==> config.mk <==
export PLATFORM = sky130hd
export DESIGN_NAME = gopi_top
export DESIGN_NICKNAME = d
export VERILOG_FILES = /design/src/design/gopi_top.v
export VERILOG_INCLUDE_DIRS = /design/src /design/src/common
export SDC_FILE = /design/constraint.sdc
export NUM_CORES = 1
export LEC_CHECK = 0
export ABC_AREA = 1
export BUFFER_PORTS_ARGS = -buffer_cell sky130_fd_sc_hd__buf_4
export CAP_MARGIN = 10
export CORE_MARGIN = 5
export CORE_UTILIZATION = 30
export DETAILED_ROUTE_END_ITERATION = 12
export PLACE_DENSITY = 0.47
export SKIP_LAST_GASP = 1
export SLEW_MARGIN = 30
export SYNTH_ARGS = -nofsm -noshare
export SYNTH_HDL_FRONTEND = slang
export SYNTH_SLANG_ARGS = --single-unit
==> constraint.sdc <==
create_clock -name clk_i -period 1.6 [get_ports clk_i]
set_clock_uncertainty 0.1 [all_clocks]
set_input_delay 0.32 -clock clk_i [delete_from_list [all_inputs] [get_ports clk_i]]
set_output_delay 0.32 -clock clk_i [all_outputs]
set_load 0.1 [all_outputs]
==> src/common/gopi_defs.vh <==
// register offsets, field positions and reset values of the gang output / pin interrupt block
`ifndef GOPI_DEFS_VH
`define GOPI_DEFS_VH

// register offsets (byte addresses on the 4-bit register port)
`define GOPI_OFF_GANG_CTRL 4'h0
`define GOPI_OFF_A_STAT_CTRL 4'h1
`define GOPI_OFF_A_IRQ_EN 4'h2
`define GOPI_OFF_A_EDGE_SEL 4'h3
`define GOPI_OFF_B_STAT_CTRL 4'h4
`define GOPI_OFF_B_IRQ_EN 4'h5
`define GOPI_OFF_B_EDGE_SEL 4'h6
`define GOPI_OFF_MASTER_PIN 4'h7
`define GOPI_OFF_PWR_STAT_CTRL 4'h8
`define GOPI_OFF_A_PULL_EN 4'h9
`define GOPI_OFF_B_PULL_EN 4'hA

// gang_output_control fields
`define GOPI_GANG_EN_BIT 0

// pin_irq_status_control fields
`define GOPI_SC_MODE_BIT 0
`define GOPI_SC_IE_BIT 1
`define GOPI_SC_ACK_BIT 2
`define GOPI_SC_FLAG_BIT 3

// master pin (port C bit 0) control fields
`define GOPI_MP_DATA_BIT 0
`define GOPI_MP_DRIVE_BIT 1
`define GOPI_MP_SLEW_BIT 2
`define GOPI_MP_DIR_BIT 3

// power_mgmt_status_control fields
`define GOPI_PM_ACK_BIT 2
`define GOPI_PM_FLAG_BIT 3

// reset values
`define GOPI_RST_BYTE 8'h00
`define GOPI_RST_NIB 4'h0

`endif

==> src/design/gopi_top.v <==
// ganged output control, port A/B pin interrupts and stop-mode pin retention
// What this block does
// - gang control register accepts only the first write after reset
// - gang control bit 0 enables the feature, bits 7..1 select pins
// - selected gang pins become outputs using master pin data, drive, slew
// - select 7..4 map to port B 5..2, 3..1 to port C 3..1, enable to C0
// - port C pin 0 is forced to output while gang enable is one
// - gang beats digital peripherals; an enabled analog function beats gang
// - port A/B bits 3..0 are interrupt inputs and wait/stop3 wake sources
// - each interrupt pin has its own enable bit
// - one mode bit per port selects edge only or edge plus level
// - edge select bit clear means falling/low, set means rising/high
// - edges are found by sampling each bus cycle, old vs new value
// - an edge counts only after the enabled pin was seen deasserted
// - valid edge sets the port flag; ack clears it in edge-only mode
// - edge-plus-level: edge or level sets flag; ack clears only if all idle
// - edge-plus-level: flag stays set on ack while any enabled pin asserted
// - enabled pull is pull-up when edge select is 0, pull-down when 1
// - pin latches hold their pre-stop state through partial power-down
// - stop3 keeps all pin state and pins work right after recovery
// - writing one to recovery ack clears the power-down recovery flag
//
// Implementation choices: the plain strobed port and the address map.
`include "gopi_defs.vh"
`timescale 1ns/1ps
`default_nettype none

module gopi_top (
    // clock and reset
    input wire clk_i,
    input wire rst_i,
    // register port
    input wire [3:0] addr_i,
    input wire [7:0] wdata_i,
    input wire wr_i,
    input wire rd_i,
    output reg [7:0] rdata_o,
    // interrupt pins, raw from the pads
    input wire [3:0] pta_i,
    input wire [3:0] ptb_i,
    // pull controls of the interrupt pins, index 3..0 port A, 7..4 port B
    input wire [7:0] pull_en_raw_unused_i,
    output reg [7:0] pull_up_o,
    output reg [7:0] pull_dn_o,
    // gang candidate pins: index 0 C0, 3..1 C3..C1, 7..4 B5..B2
    input wire [7:1] norm_oe_i,
    input wire [7:1] norm_do_i,
    input wire [7:1] norm_ds_i,
    input wire [7:1] norm_se_i,
    input wire [7:0] periph_en_i,
    input wire [7:0] periph_oe_i,
    input wire [7:0] periph_do_i,
    input wire [7:0] analog_en_i,
    output reg [7:0] pad_oe_o,
    output reg [7:0] pad_do_o,
    output reg [7:0] pad_ds_o,
    output reg [7:0] pad_se_o,
    // power modes
    input wire stop2_i,
    input wire low_power_i,
    output wire wake_o,
    // interrupt requests
    output wire irq_a_o,
    output wire irq_b_o
);

    // asserted level of a pin under its polarity bit
    function [3:0] pin_active;
        input [3:0] lvl;
        input [3:0] es;
        begin
            pin_active = ~(lvl ^ es);
        end
    endfunction

    // next flag of one port
    function next_flag;
        input flag;
        input mode;
        input ack;
        input [3:0] edge_hit;
        input [3:0] lvl_hit;
        reg set;
        begin
            set = (|edge_hit) | (mode & (|lvl_hit));
            if (set) begin
                next_flag = 1'b1;
            end else if (ack && (!mode || !(|lvl_hit))) begin
                next_flag = 1'b0;
            end else begin
                next_flag = flag;
            end
        end
    endfunction

    // registers
    reg [7:0] gang_ctrl;
    reg gang_locked;
    reg a_mode;
    reg a_ie;
    reg a_flag;
    reg [3:0] a_en;
    reg [3:0] a_es;
    reg [3:0] a_pe;
    reg b_mode;
    reg b_ie;
    reg b_flag;
    reg [3:0] b_en;
    reg [3:0] b_es;
    reg [3:0] b_pe;
    reg [3:0] master;
    reg pd_flag;

    // pin synchronisers and history
    reg [7:0] pin_meta;
    reg [7:0] pin_sync;
    reg [7:0] idle_seen;
    reg stop2_q;

    wire wr_gang = wr_i && (addr_i == `GOPI_OFF_GANG_CTRL);
    wire wr_a_sc = wr_i && (addr_i == `GOPI_OFF_A_STAT_CTRL);
    wire wr_b_sc = wr_i && (addr_i == `GOPI_OFF_B_STAT_CTRL);
    wire wr_pm = wr_i && (addr_i == `GOPI_OFF_PWR_STAT_CTRL);
    wire a_ack = wr_a_sc && wdata_i[`GOPI_SC_ACK_BIT];
    wire b_ack = wr_b_sc && wdata_i[`GOPI_SC_ACK_BIT];

    // pin activity, port A in the low nibble
    wire [3:0] a_act = pin_active(pin_sync[3:0], a_es) & a_en;
    wire [3:0] b_act = pin_active(pin_sync[7:4], b_es) & b_en;
    // an edge is an asserted sample right after a deasserted enabled sample
    wire [3:0] a_edge = a_act & idle_seen[3:0];
    wire [3:0] b_edge = b_act & idle_seen[7:4];

    assign irq_a_o = a_flag & a_ie;
    assign irq_b_o = b_flag & b_ie;
    // wake is the registered request gated by low_power_i, with no clocked stage after the flag, so wait/stop3 exit is prompt
    assign wake_o = low_power_i & (irq_a_o | irq_b_o);

    // pin sampling; the first stage feeds only the second
    always @(posedge clk_i) begin
        if (rst_i) begin
            pin_meta <= `GOPI_RST_BYTE;
            pin_sync <= `GOPI_RST_BYTE;
            idle_seen <= `GOPI_RST_BYTE;
        end else begin
            pin_meta <= {ptb_i, pta_i};
            pin_sync <= pin_meta;
            idle_seen <= {~b_act & b_en, ~a_act & a_en};
        end
    end

    // control and status registers
    always @(posedge clk_i) begin
        if (rst_i) begin
            gang_ctrl <= `GOPI_RST_BYTE;
            gang_locked <= 1'b0;
            a_mode <= 1'b0;
            a_ie <= 1'b0;
            a_flag <= 1'b0;
            a_en <= `GOPI_RST_NIB;
            a_es <= `GOPI_RST_NIB;
            a_pe <= `GOPI_RST_NIB;
            b_mode <= 1'b0;
            b_ie <= 1'b0;
            b_flag <= 1'b0;
            b_en <= `GOPI_RST_NIB;
            b_es <= `GOPI_RST_NIB;
            b_pe <= `GOPI_RST_NIB;
            master <= `GOPI_RST_NIB;
            pd_flag <= 1'b0;
            stop2_q <= 1'b0;
        end else begin
            stop2_q <= stop2_i;
            if (wr_gang && !gang_locked) begin
                gang_ctrl <= wdata_i;
                gang_locked <= 1'b1;
            end
            if (wr_a_sc) begin
                a_mode <= wdata_i[`GOPI_SC_MODE_BIT];
                a_ie <= wdata_i[`GOPI_SC_IE_BIT];
            end
            if (wr_b_sc) begin
                b_mode <= wdata_i[`GOPI_SC_MODE_BIT];
                b_ie <= wdata_i[`GOPI_SC_IE_BIT];
            end
            if (wr_i && addr_i == `GOPI_OFF_A_IRQ_EN) begin
                a_en <= wdata_i[3:0];
            end
            if (wr_i && addr_i == `GOPI_OFF_B_IRQ_EN) begin
                b_en <= wdata_i[3:0];
            end
            if (wr_i && addr_i == `GOPI_OFF_A_EDGE_SEL) begin
                a_es <= wdata_i[3:0];
            end
            if (wr_i && addr_i == `GOPI_OFF_B_EDGE_SEL) begin
                b_es <= wdata_i[3:0];
            end
            if (wr_i && addr_i == `GOPI_OFF_A_PULL_EN) begin
                a_pe <= wdata_i[3:0];
            end
            if (wr_i && addr_i == `GOPI_OFF_B_PULL_EN) begin
                b_pe <= wdata_i[3:0];
            end
            if (wr_i && addr_i == `GOPI_OFF_MASTER_PIN) begin
                master <= wdata_i[3:0];
            end
            a_flag <= next_flag(a_flag, a_mode, a_ack, a_edge, a_act);
            b_flag <= next_flag(b_flag, b_mode, b_ack, b_edge, b_act);
            // leaving partial power-down raises the flag; the set wins over an ack
            if (stop2_q && !stop2_i) begin
                pd_flag <= 1'b1;
            end else if (wr_pm && wdata_i[`GOPI_PM_ACK_BIT]) begin
                pd_flag <= 1'b0;
            end
        end
    end

    // pad steering: analog, then gang, then digital peripheral, then plain port
    reg [7:0] next_oe;
    reg [7:0] next_do;
    reg [7:0] next_ds;
    reg [7:0] next_se;
    reg [7:0] gang_sel;
    integer i;
    always @* begin
        // bit 0 is the master pin itself, selected by the enable alone
        gang_sel = {gang_ctrl[7:1], 1'b1} & {8{gang_ctrl[`GOPI_GANG_EN_BIT]}};
        next_oe = {norm_oe_i, master[`GOPI_MP_DIR_BIT]};
        next_do = {norm_do_i, master[`GOPI_MP_DATA_BIT]};
        next_ds = {norm_ds_i, master[`GOPI_MP_DRIVE_BIT]};
        next_se = {norm_se_i, master[`GOPI_MP_SLEW_BIT]};
        for (i = 0; i < 8; i = i + 1) begin
            if (analog_en_i[i]) begin
                next_oe[i] = 1'b0;
                next_do[i] = 1'b0;
            end else if (gang_sel[i]) begin
                next_oe[i] = 1'b1;
                next_do[i] = master[`GOPI_MP_DATA_BIT];
                next_ds[i] = master[`GOPI_MP_DRIVE_BIT];
                next_se[i] = master[`GOPI_MP_SLEW_BIT];
            end else if (periph_en_i[i]) begin
                next_oe[i] = periph_oe_i[i];
                next_do[i] = periph_do_i[i];
            end
        end
    end

    // pad latches; frozen during partial power-down, stop3 needs no special case
    always @(posedge clk_i) begin
        if (rst_i) begin
            pad_oe_o <= `GOPI_RST_BYTE;
            pad_do_o <= `GOPI_RST_BYTE;
            pad_ds_o <= `GOPI_RST_BYTE;
            pad_se_o <= `GOPI_RST_BYTE;
            pull_up_o <= `GOPI_RST_BYTE;
            pull_dn_o <= `GOPI_RST_BYTE;
        end else if (!stop2_i) begin
            pad_oe_o <= next_oe;
            pad_do_o <= next_do;
            pad_ds_o <= next_ds;
            pad_se_o <= next_se;
            pull_up_o <= {b_pe & ~b_es, a_pe & ~a_es};
            pull_dn_o <= {b_pe & b_es, a_pe & a_es};
        end
    end

    // read data stands for the single cycle after the strobe
    always @(posedge clk_i) begin
        if (rst_i || !rd_i) begin
            rdata_o <= `GOPI_RST_BYTE;
        end else begin
            case (addr_i)
                `GOPI_OFF_GANG_CTRL: rdata_o <= gang_ctrl;
                `GOPI_OFF_A_STAT_CTRL: rdata_o <= {4'h0, a_flag, 1'b0, a_ie, a_mode};
                `GOPI_OFF_A_IRQ_EN: rdata_o <= {4'h0, a_en};
                `GOPI_OFF_A_EDGE_SEL: rdata_o <= {4'h0, a_es};
                `GOPI_OFF_B_STAT_CTRL: rdata_o <= {4'h0, b_flag, 1'b0, b_ie, b_mode};
                `GOPI_OFF_B_IRQ_EN: rdata_o <= {4'h0, b_en};
                `GOPI_OFF_B_EDGE_SEL: rdata_o <= {4'h0, b_es};
                `GOPI_OFF_MASTER_PIN: rdata_o <= {4'h0, master};
                `GOPI_OFF_PWR_STAT_CTRL: rdata_o <= {4'h0, pd_flag, 3'h0};
                `GOPI_OFF_A_PULL_EN: rdata_o <= {4'h0, a_pe};
                `GOPI_OFF_B_PULL_EN: rdata_o <= {4'h0, b_pe};
                default: rdata_o <= `GOPI_RST_BYTE;
            endcase
        end
    end

endmodule // gopi_top

`default_nettype wire

# Word-level counts from Yosys, hierarchy flattened
# Index checks and enable logic that the tools add are counted.
# Widths: inputs -> output; s select.
# op_classes
muxes,83
div,0
shift,0
n_lt_le_gt_ge,0
n_reduce_logical,36
mul,0
bitwise,27
n_addsub,0
n_eq_ne,10
# ops
op,n
$pmux 8 s11,1
$mux 1,82
$and 4x4->4,10
$not 4->4,6
$logic_and 1x1->1,18
$eq 4x3->1 const B,4
$reduce_or 4->1,4
$eq 4x4->1 const B,3
$and 8x8->8,1
$eq 4x2->1 const B,2
$xor 4x4->4,2
$logic_not 1->1,7
$reduce_bool 2->1,3
$and 1x1->1,5
$eq 4x1->1 const B,1
$logic_not 4->1,1
$logic_or 1x1->1,3
$or 1x1->1,3
# word_totals
ff_bits,125
output_inout_bits,59
n_memories,0
mem_bits_ro,0
elab_cells,183
mem_bits_rw,0
input_bits,94
latch_bits,0

# Longest topological paths before layout
# Gate-level depths: netlist (run 1).
# logic_depth
ltp_word,9
mapped_depth,9
mapped_depth_nobuf,9

# Least setup slack after synthesis (run 1)
# No wires, ideal clock.
# synth_path
kind,flip-flop to output port
startpoint,register b_ie
endpoint,output wake_o
stages_incl_launch_ff,3
n_path_buf,0
arrival_ps,2582
path_slack_ps,-1402
path_cell_list,dfxtp_1 -> nand2_1 -> a21boi_0
# synth_between
elab_chain_len,3
# synth_lines
item,line_no,rtl
from (decl),gopi_top.v:106,reg b_ie;
from (signal assigned),gopi_top.v:184,b_ie <= wdata_i[`GOPI_SC_IE_BIT];
$and 1x1->1,gopi_top.v:135,assign irq_b_o = b_flag & b_ie;
$or 1x1->1,gopi_top.v:137,assign wake_o = low_power_i & (irq_a_o | irq_b_o);
$and 1x1->1,gopi_top.v:137,
to (decl),gopi_top.v:61,"output wire wake_o,"
# Every way passes these cells.

# Final worst setup path (run 1)
# Ends and elaborated chain as after synthesis.

==> run metrics, run 1 <==
status=finished, violations left; failing checks=setup timing; RSZ-0062 raised after global routing=yes; chip height=between 100 and 150 um; Max Fclk=623 MHz; Synth top area share=48.4%; H-tree lvl count=4; post-synth net total=roughly 800; DR WL/cell=15.7 um; clk slew on worst S/H paths=~0.050 ns; Core ar.=0.0171 sq mm; total gr overflow=0; via count=slightly above 5k; PD cells=1090 mW/mm^2; Max rail drop VDD=788 uV; post-route ant nets=0; CTS tree=yes; CP cell instances=nand2_4 > a21boi_4 > buf_12; Top delay family on crit path=flip-flops; most frequent cells in the layout=170 x nand2_1, 159 x buf_4, 120 x dfxtp_1, 86 x inv_1, 80 x o21ai_0; critical path required time=1.18 ns; CP bufs+invs=1; GRT Util Overall=17.5%; initial antenna violation count=0; largest net degree at the start of global routing=45; Leakage=between 3 and 4 nW; HPWL after detailed placement=13,100 um; Initial Util=30.2%; area of the multi-input gates=around 0.0022 sq mm; TritonCTS Sinks=125; Placement Setup Slack=-0.00411 ns; post-synth top area cell=dfxtp_1; clk_lat worst skew=0.41 ns; Worst setup SP type=flip-flop; Syn Area/Cell=around 7.3 sq um; Filler Cells Inserted=1,776; final-report max-slew violation count=0; layout cells sized above 1=24.9%; synth top area cells=dfxtp_1 48%, nand2_1 12%, o21ai_0 7.7%; total power=7.92 mW; yosys warns=0; Final setup viols=1; full die area=0.0200 sq mm; Critical Path Sink Type=output port; total CTS buffers=17; root buffer cell=clkbuf_16; IO Port Bufs=around 140; Synth cell types=25; Max Cap Viol=0; post-synthesis sequential area ratio=48.4%; DRT iter0 DRCs=roughly 340; relative slew slack=67.9%; placement row count=between 40 and 50; I/O pin cnt=153; TNS Setup=-0.00636 ns; Hold Path Class=input pin to flip-flop; final hold violations=0; DRC=0; CP max stage delay=0.36 ns; first-pass GRT wire length=roughly 27,000 um; Final period util=100%; CP arrival=1.19 ns; die width=141 um; worst slew pin tran=0.481 ns; min Tclk post-route=approximately 1.6 ns; Critical Path Fanout Max=3; hold_ws=0.0195 ns; Worst path slowest cell=dfxtp_4; final worst slack=-0.00636 ns; area grow syn2layout=40.9%; via density per instance=4.69; register area=around 0.0025 sq mm; Ant. Diodes=0; commonest non-fill, non-tap cell in the layout=nand2_1; Crit Path Category=flip-flop to output port; vias in the first global route=5,131; fin nets=a little under 1k; Syn Std Cell Area=0.00517 sq mm; Routed WL=approximately 17,000 um; drt first pass iters=6; count of state elements after synthesis=125; Clock Path Buffers=2; placer congestion estimate=0.889; Syn Inst Count=708
==> state kept, by name (all words and copies together) (netlist names), 8 cells and up <==
name,cells
pin_sync,8
pin_meta,8
idle_seen,8
gang_ctrl,8
pad_ds_o,8
rdata_o,8
pad_se_o,8
pull_dn_o,8
pad_do_o,8
pad_oe_o,8
pull_up_o,8
==> final timing paths <==
| path | from | to | slack [ns] | depth (start not counted) |
|---|---|---|---|---|
| setup / recovery | b_ie | wake_o | -0.006 | 3 |
| hold reg to reg | pin_meta[6] | pin_sync[6] | 0.30 | 2 |
| hold / removal | ptb_i[1] | pin_meta[5] | 0.02 | 3 |
| setup reg to reg | a_es[2] | a_flag | 0.22 | 9 |
==> tightest hold or removal path: stages <==
cell    delay (ns)
buf_4         0.08
inv_1         0.03
nor2_1        0.07
==> synthesized netlist by cell type <==
cell type,number
nand2_2,3
nor2_2,6
nand3_1,33
o2111ai_1,6
o21ai_1,11
clkbuf_1,10
o21ai_0,80
o31ai_1,1
nor2_4,2
nor3_1,26
inv_2,7
buf_4,5
a22oi_1,1
a21oi_1,37
a211oi_1,1
nor2_1,63
dfxtp_1,125
o22ai_1,1
a32o_1,18
nand3_2,1
nand2_1,172
inv_1,86
buf_2,11
a21boi_0,1
nand2_4,1
==> power breakdown <==
part	internal, mW	switching [mW]	total (mW)
Combinational	0.313	0.628	0.941
Clock	2.42	1.31	3.73
Sequential	3.20	0.0523	3.25
Total	5.93	1.99	7.92
==> final cells by class <==
cell class	instances	share of cell area (%)
timing repair buffer	171	18.5
tap	225	3.87
inverter	93	4.79
sequential	125	34.5
multi-input combinational	464	30.5
clock buffer	22	6.65
clock inverter	7	1.22
==> layer usage <==
layer | part of all wire (%) | track usage (%)
met1 | 43 | 21.0
met2 | 49 | 29.8
met3 | 6.3 | 4.18
met4 | 2.4 | 7.65
met5 | 0 | 0
==> kinds of logic (layout without fill, tap and decap cells) <==
kind of cell / count (synthesis) / count (layout) / share of synthesized area (%)
AOI/OAI and AO/OA: 157 / 157 / 17.6
buffers and inverters: 119 / 293 / 9.27
DFF: 125 / 125 / 48.4
and+or+nand+nor: 307 / 307 / 24.7
==> per-stage QoR <==
step | utilization, % | instance area (sq um) | instances
3_5_place_dp | 38.4 | 6580 | 1069
4_1_cts | 42.5 | 7270 | 1107
3_3_place_gp | 38.4 | 6580 | 1069
2_1_floorplan | - | 5180 | 708
6_report | 42.5 | 7280 | 1107
5_1_grt | 42.5 | 7280 | 1107
==> what timing repair did <==
| item | CTS | global route |
|---|---|---|
| endpoints found under the hold margin | 7 | 0 |
| setup endpoints to repair | 3 | 12 |
| gates resized for setup | 12 | 4 |
| pin swaps | 2 | 1 |
| hold buffers | 7 | 0 |
| gates cloned | 0 | 0 |
| buffers inserted | 2 | 0 |
Note: power is estimated with default switching activity, not from simulation.
==> run 2: changes to the inputs <==
Settings changed: ABC_AREA 1 to default, PLACE_DENSITY 0.47 to default, PLACE_DENSITY_LB_ADDON from default to 0.15.
==> run metrics, run 2 <==
CTS tree=yes; Worst path slowest cell=dfxtp_2; root buffer cell=clkbuf_16; Synth top area share=46.9% (-1.5 points); ys async rst share=0% (unchanged); Max Cap Viol=0 (unchanged); via count=5,108 (-1.5%); clk slew on worst S/H paths=0.06 ns (about the same); clock share of power=49.0% (+1.9 points); met3 usage=4.49% (+0.31 points); largest net degree at the start of global routing=53 (+18%); met2 GRT Util=29.3% (-0.44 points); post-synth top area cell=dfxtp_1; DR WL/cell=17.2 um (+9.8%); layout cells sized above 1=31.1% (+6.1 points); most common flop cell mapped by yosys=dfxtp_1; H-tree lvl count=4 (unchanged); Critical Path Fanout Max=2 (-1); Initial Util=30.7% (+0.53 points); vias in the first global route=5,109 (-0.43%); Clock Path Buffers=2 (unchanged); post-synthesis sequential area ratio=46.9% (-1.5 points); Syn Inst Count=617 (-13%); number of flops mapped to enable cells by yosys=0 (unchanged); post-route ant nets=0 (unchanged); placer congestion estimate=0.886 (-0.33%); TritonCTS Sinks=125 (unchanged); final-report max-slew violation count=0 (unchanged); initial antenna violation count=0 (unchanged); most frequent cells after synthesis=125 x dfxtp_1, 84 x nor2_1, 65 x nand2_1; Final setup viols=1 (unchanged); Syn Std Cell Area=0.00533 sq mm (+3.2%); cell-internal power=6.28 mW (+5.9%); total CTS buffers=17 (unchanged); Logic pwr share=12.6% (+0.7 points); CP arrival=1.27 ns (+0.08 ns); Critical Path Sink Type=output port; worst slew pin tran=0.382 ns (-0.0993 ns); yosys warns=0 (unchanged); via density per instance=4.91 (+4.8%); failing checks=setup timing; sw frac=25.7% (+0.51 points); Max rail drop VDD=689 uV (-13%); DRC=0 (unchanged); area grow syn2layout=45.8%; count of state elements after synthesis=125 (unchanged); RSZ-0062 raised after global routing=yes; post-synth net total=711 (-11%); GRT Util Overall=17.4% (-0.079 points); commonest non-fill, non-tap cell in the layout=buf_4; relative slew slack=74.3% (+6.4 points); placement row count=48 (unchanged); fin nets=895 (-7.3%); drt first pass iters=4 (-2); Worst setup SP type=flip-flop; CP cell instances=and2_4 > o21a_4 > buf_12; met1 usage=21.6% (+0.59 points); die width=143 um (+1.5%); I/O pin cnt=153 (unchanged); hold_ws=0.0177 ns (-0.00182 ns); Seq pwr share=38.3% (-2.7 points); clk_lat worst skew=0.42 ns (about the same); total power=8.45 mW (+6.7%); IO Port Bufs=144 (unchanged); Syn Area/Cell=8.64 sq um (+18%); Psw=2.17 mW (+8.8%); status=finished, violations left; Leakage=3.19 nW (-2.8%); final hold violations=0 (unchanged); critical path required time=1.18 ns (about the same); Core ar.=0.0174 sq mm (+1.4%); full die area=0.0205 sq mm (+2.9%); Routed WL=17,900 um (+3.2%); chip height=143 um (+1.5%); gr busiest metal=met2; total gr overflow=0 (unchanged); Crit Path Category=flip-flop to output port; CP max stage delay=0.32 ns (-0.04 ns); DRT iter0 DRCs=258 (-24%); most frequent cells in the layout=193 x buf_4, 119 x dfxtp_1, 84 x nor2_1, 65 x nand2_1, 55 x a21oi_1; final worst slack=-0.0871 ns (-0.0808 ns); first-pass GRT wire length=27,800 um (+2.4%); most numerous cell in the Yosys netlist=dfxtp_1; PD cells=1090 mW/mm^2 (-0.13%); min Tclk post-route=1.69 ns (+0.0808 ns); Synth cell types=42 (+68%); Hold Path Class=input pin to flip-flop; Final period util=105% (+5.0 points); synth top area cells=dfxtp_1 47%, mux2i_1 7.9%, nor2_1 5.9%; Max Fclk=593 MHz (-4.8%); HPWL after detailed placement=13,300 um (+1.8%)
[run 2: changes by cell type in the layout (fill, tap and decap cells not counted), sizes merged, moves of 14 or more]
| cell | before | now |
|---|---|---|
| nor3 | 26 | 6 |
| nand2 | 176 | 65 |
| a21oi | 37 | 55 |
| buf | 164 | 202 |
| a32o | 18 | 0 |
| o21ai | 91 | 38 |
| a311oi | 0 | 14 |
| nor3b | 0 | 18 |
| nor2b | 0 | 23 |
| nand3 | 34 | 8 |
| mux2i | 0 | 42 |
| inv | 93 | 4 |
[run 2: path summary, 6_finish.rpt]
kind | startpoint | to | slack [ns] | depth (start not counted)
setup reg to reg | gang_ctrl[2] | rdata_o[2] | 0.12 | 4
hold / removal | pta_i[0] | pin_meta[0] | 0.02 | 2
hold reg to reg | pin_meta[1] | pin_sync[1] | 0.34 | 1
setup / recovery | b_ie | wake_o | -0.09 | 3
[run 2: logic make-up (layout without fill, tap and decap cells)]
family | count (synthesis) | after routing | share of synthesized area, %
compound gates | 154 | 154 | 17.9
xor+xnor | 8 | 8 | 1.31
buf+inv | 46 | 243 | 3.50
flops | 125 | 125 | 46.9
mux | 46 | 46 | 8.73
other cells | 0 | 1 | 0
simple gates | 238 | 238 | 21.6
[run 2: power by group through the flow]
stage	combinational (mW)	clock, mW	sequential (mW)
2_1_floorplan	0.317	0	3.61
3_3_place_gp	1.05	0	3.31
3_5_place_dp	1.06	0	3.31
4_1_cts	1.07	4.25	3.24
5_1_grt	1.14	4.38	3.25
6_report	1.07	4.15	3.24
[run 2: metrics by stage]
stage / cells / utilization, % / setup WS (ns) / area, sq um / setup TNS, ns
after floorplan: 617 / - / -0.0793 / 5350 / -0.667
after global placement: 997 / 40.4 / -0.0882 / 7010 / -0.878
after detailed placement: 997 / 40.4 / -0.0921 / 7010 / -1.05
after CTS: 1037 / 44.6 / -0.116 / 7750 / -0.178
after global routing: 1039 / 44.8 / -0.119 / 7770 / -0.119
final: 1040 / 44.8 / -0.0871 / 7780 / -0.0871
[run 2: timing repair]
action	in CTS	in global routing
endpoints found under the setup margin	3	6
pin swaps	2	1
hold endpoints to repair	6	0
hold buffers	6	0
resized for setup	9	5
setup buffers	2	2
[run 2: per-layer routing]
metal / vias to the layer above / part of all wire [%]
met2: 171 / 48
met4: 0 / 2.3
met3: 23 / 7.2
li1: 2535 / -
met1: 2379 / 42
met5: - / 0
[run 2: critical path, delay by kind of cell, from the launching register on]
| family | cells | cell delay (ns) |
|---|---|---|
| compound gates | 1 | 0.21 |
| buf+inv | 1 | 0.16 |
| flops | 1 | 0.32 |
| simple gates | 1 | 0.16 |
[run 2: cell type report]
cell class | count | area [sq um]
Multi-Input combinational cell | 446 | 2660
Tap cell | 225 | 282
Clock buffer | 19 | 453
Timing Repair Buffer | 208 | 1680
Antenna cell | 1 | 2.50
Fill cell | 1720 | 9580
Clock inverter | 13 | 188
Sequential cell | 125 | 2510
Inverter | 3 | 11.3
==> run 3: changes to the inputs <==
Settings changed: HOLD_SLACK_MARGIN from default to 0.08, MAX_ROUTING_LAYER from default to met4.
==> run metrics, run 3 (same netlist as run 2, synthesis figures left out) <==
Leakage=3.19 nW (+0.29%); total gr overflow=0 (unchanged); CP cell instances=and2_4 > o21a_4 > buf_12; IO Port Bufs=144 (unchanged); CTS tree=yes; failing checks=setup timing; Max Cap Viol=0 (unchanged); endpoint of the worst hold path=pad_ds_o[4]; I/O pin cnt=153 (unchanged); critical path required time=1.18 ns (about the same); Ant. Diodes=0 (-1); HPWL after detailed placement=13,500 um (+1.4%); Placement Setup Slack=-0.155 ns (-0.0632 ns); Crit Path Category=flip-flop to output port; GRT Util Overall=18.1% (+0.64 points); first-pass GRT wire length=28,000 um (+0.64%); Psw=2.09 mW (-3.6%); commonest non-fill, non-tap cell in the layout=buf_4; most frequent cells in the layout=198 x buf_4, 120 x dfxtp_1, 84 x nor2_1, 64 x nand2_1, 55 x a21oi_1; clock share of power=45.5% (-3.5 points); CP arrival=1.26 ns (about the same); Top delay family on crit path=flip-flops; DP Area=0.00704 sq mm (+0.43%); Worst path slowest cell=dfxtp_2; DR WL/cell=17.1 um (-0.62%); Clock Path Buffers=2 (unchanged); Seq pwr share=40.8% (+2.5 points); die width=143 um (unchanged); chip height=143 um (unchanged); post-route ant nets=0 (unchanged); CP max stage delay=0.34 ns (+0.02 ns); placer congestion estimate=0.884 (-0.19%); CP bufs+invs=1 (unchanged); clk slew on worst S/H paths=0.06 ns (about the same); full die area=0.0205 sq mm (unchanged); DRC=0 (unchanged); PD cells=1020 mW/mm^2 (-6.1%); fin nets=906 (+1.2%); final-report max-slew violation count=0 (unchanged); status=finished, violations left; Routed WL=17,900 um (+0.34%); placement row count=48 (unchanged); cell-internal power=5.86 mW (-6.8%); clk_lat worst skew=0.41 ns (about the same); RSZ-0062 raised after global routing=yes; layout cells sized above 1=30.9% (-0.17 points); non-filler cells, final=1,050 (+0.96%); total power=7.95 mW (-5.9%); Max Fclk=595 MHz (+0.43%); Core ar.=0.0174 sq mm (unchanged); root buffer cell=clkbuf_16; relative slew slack=76.8% (+2.5 points); final worst slack=-0.0799 ns (+0.00719 ns); drt first pass iters=5 (+1); Critical Path Fanout Max=3 (+1); via density per instance=4.92 (about the same); final core occ=44.9% (+0.079 points); TritonCTS Sinks=125 (unchanged); design area=0.00779 sq mm (+0.18%); area grow syn2layout=46.1%; post-placement cell count=1,001 (+0.40%); Logic pwr share=13.7% (+1.1 points); Final period util=105% (-0.45 points); flop2flop setup slack=0.10 ns (-0.02 ns); final hold violations=0 (unchanged); total CTS buffers=17 (unchanged); DRT iter0 DRCs=272 (+5.4%); worst r2r path cells=3 (-1); via count=5,161 (+1.0%); vias in the first global route=5,242 (+2.6%); Worst setup SP type=flip-flop; Hold Path Class=input pin to flip-flop; worst hold start=norm_ds_i[4]; Final setup viols=2 (+1); Initial Util=30.7% (unchanged); Worst Hold Depth=3 (+1); Max rail drop VDD=768 uV (+11%); initial antenna violation count=0 (unchanged); Critical Path Sink Type=output port; R2R Path End=rdata_o[0]; largest net degree at the start of global routing=48 (-9.4%); worst slew pin tran=0.345 ns (-0.0365 ns); min Tclk post-route=1.68 ns (-0.00719 ns); sw frac=26.3% (+0.65 points); H-tree lvl count=4 (unchanged); Worst R2R Start=a_es[0]
## run 3: tightest hold or removal path, stage by stage
cell,delay (ns)
buf_4,0.10
o21ai_0,0.06
a311oi_1,0.08
## run 3: how the worst max path moves through the flow
stage          startpoint           end  slack (ns)  depth (start not counted)
2_1_floorplan   addr_i[1]  gang_ctrl[1]       -0.08                          5
3_3_place_gp    addr_i[2]    rdata_o[0]       -0.13                          6
3_5_place_dp    addr_i[2]    rdata_o[7]       -0.16                          6
4_1_cts            a_flag        wake_o       -0.11                          3
5_1_grt            a_flag        wake_o       -0.11                          3
6_report           a_flag        wake_o       -0.08                          3
## run 3: layer usage
metal  vias to the layer above  routed length [um]  GRT usage (%)
met1                      2424                7750           21.3
met4                         0                 280           5.95
met3                        17                1110           4.29
li1                       2572                   -              -
met2                       148                8790           30.4
met5                         -                   0              -
## run 3: through the flow
step,hold WS (ns),setup TNS [ns]
after floorplan,0.314,-0.667
after global placement,0.316,-1.63
after global routing,0.103,-0.173
final,0.0988,-0.103
after detailed placement,0.325,-2.31
after CTS,0.0802,-0.162
## run 3: area by class of cell
cell class                 count  area [sq um]
timing repair buffer         219          1770
clock inverter                10          88.8
inverter                       3          11.3
sequential                   125          2510
multi-input combinational    446          2660
fill                        1698          9570
clock buffer                  22           474
tap                          225           282
## run 3: power groups by stage
stage	Sequential [mW]	Combinational [mW]	Clock, mW
2_1_floorplan	3.61	0.317	0
3_3_place_gp	3.30	1.05	0
3_5_place_dp	3.31	1.07	0
4_1_cts	3.24	1.09	3.72
5_1_grt	3.25	1.16	3.85
6_report	3.24	1.09	3.62
## run 3: repair_timing
item | CTS | global route
pin swaps | 0 | 2
endpoints found under the hold margin | 13 | 0
hold buffers | 13 | 0
buffers inserted | 3 | 1
resized for setup | 10 | 2
setup endpoints to repair | 3 | 9
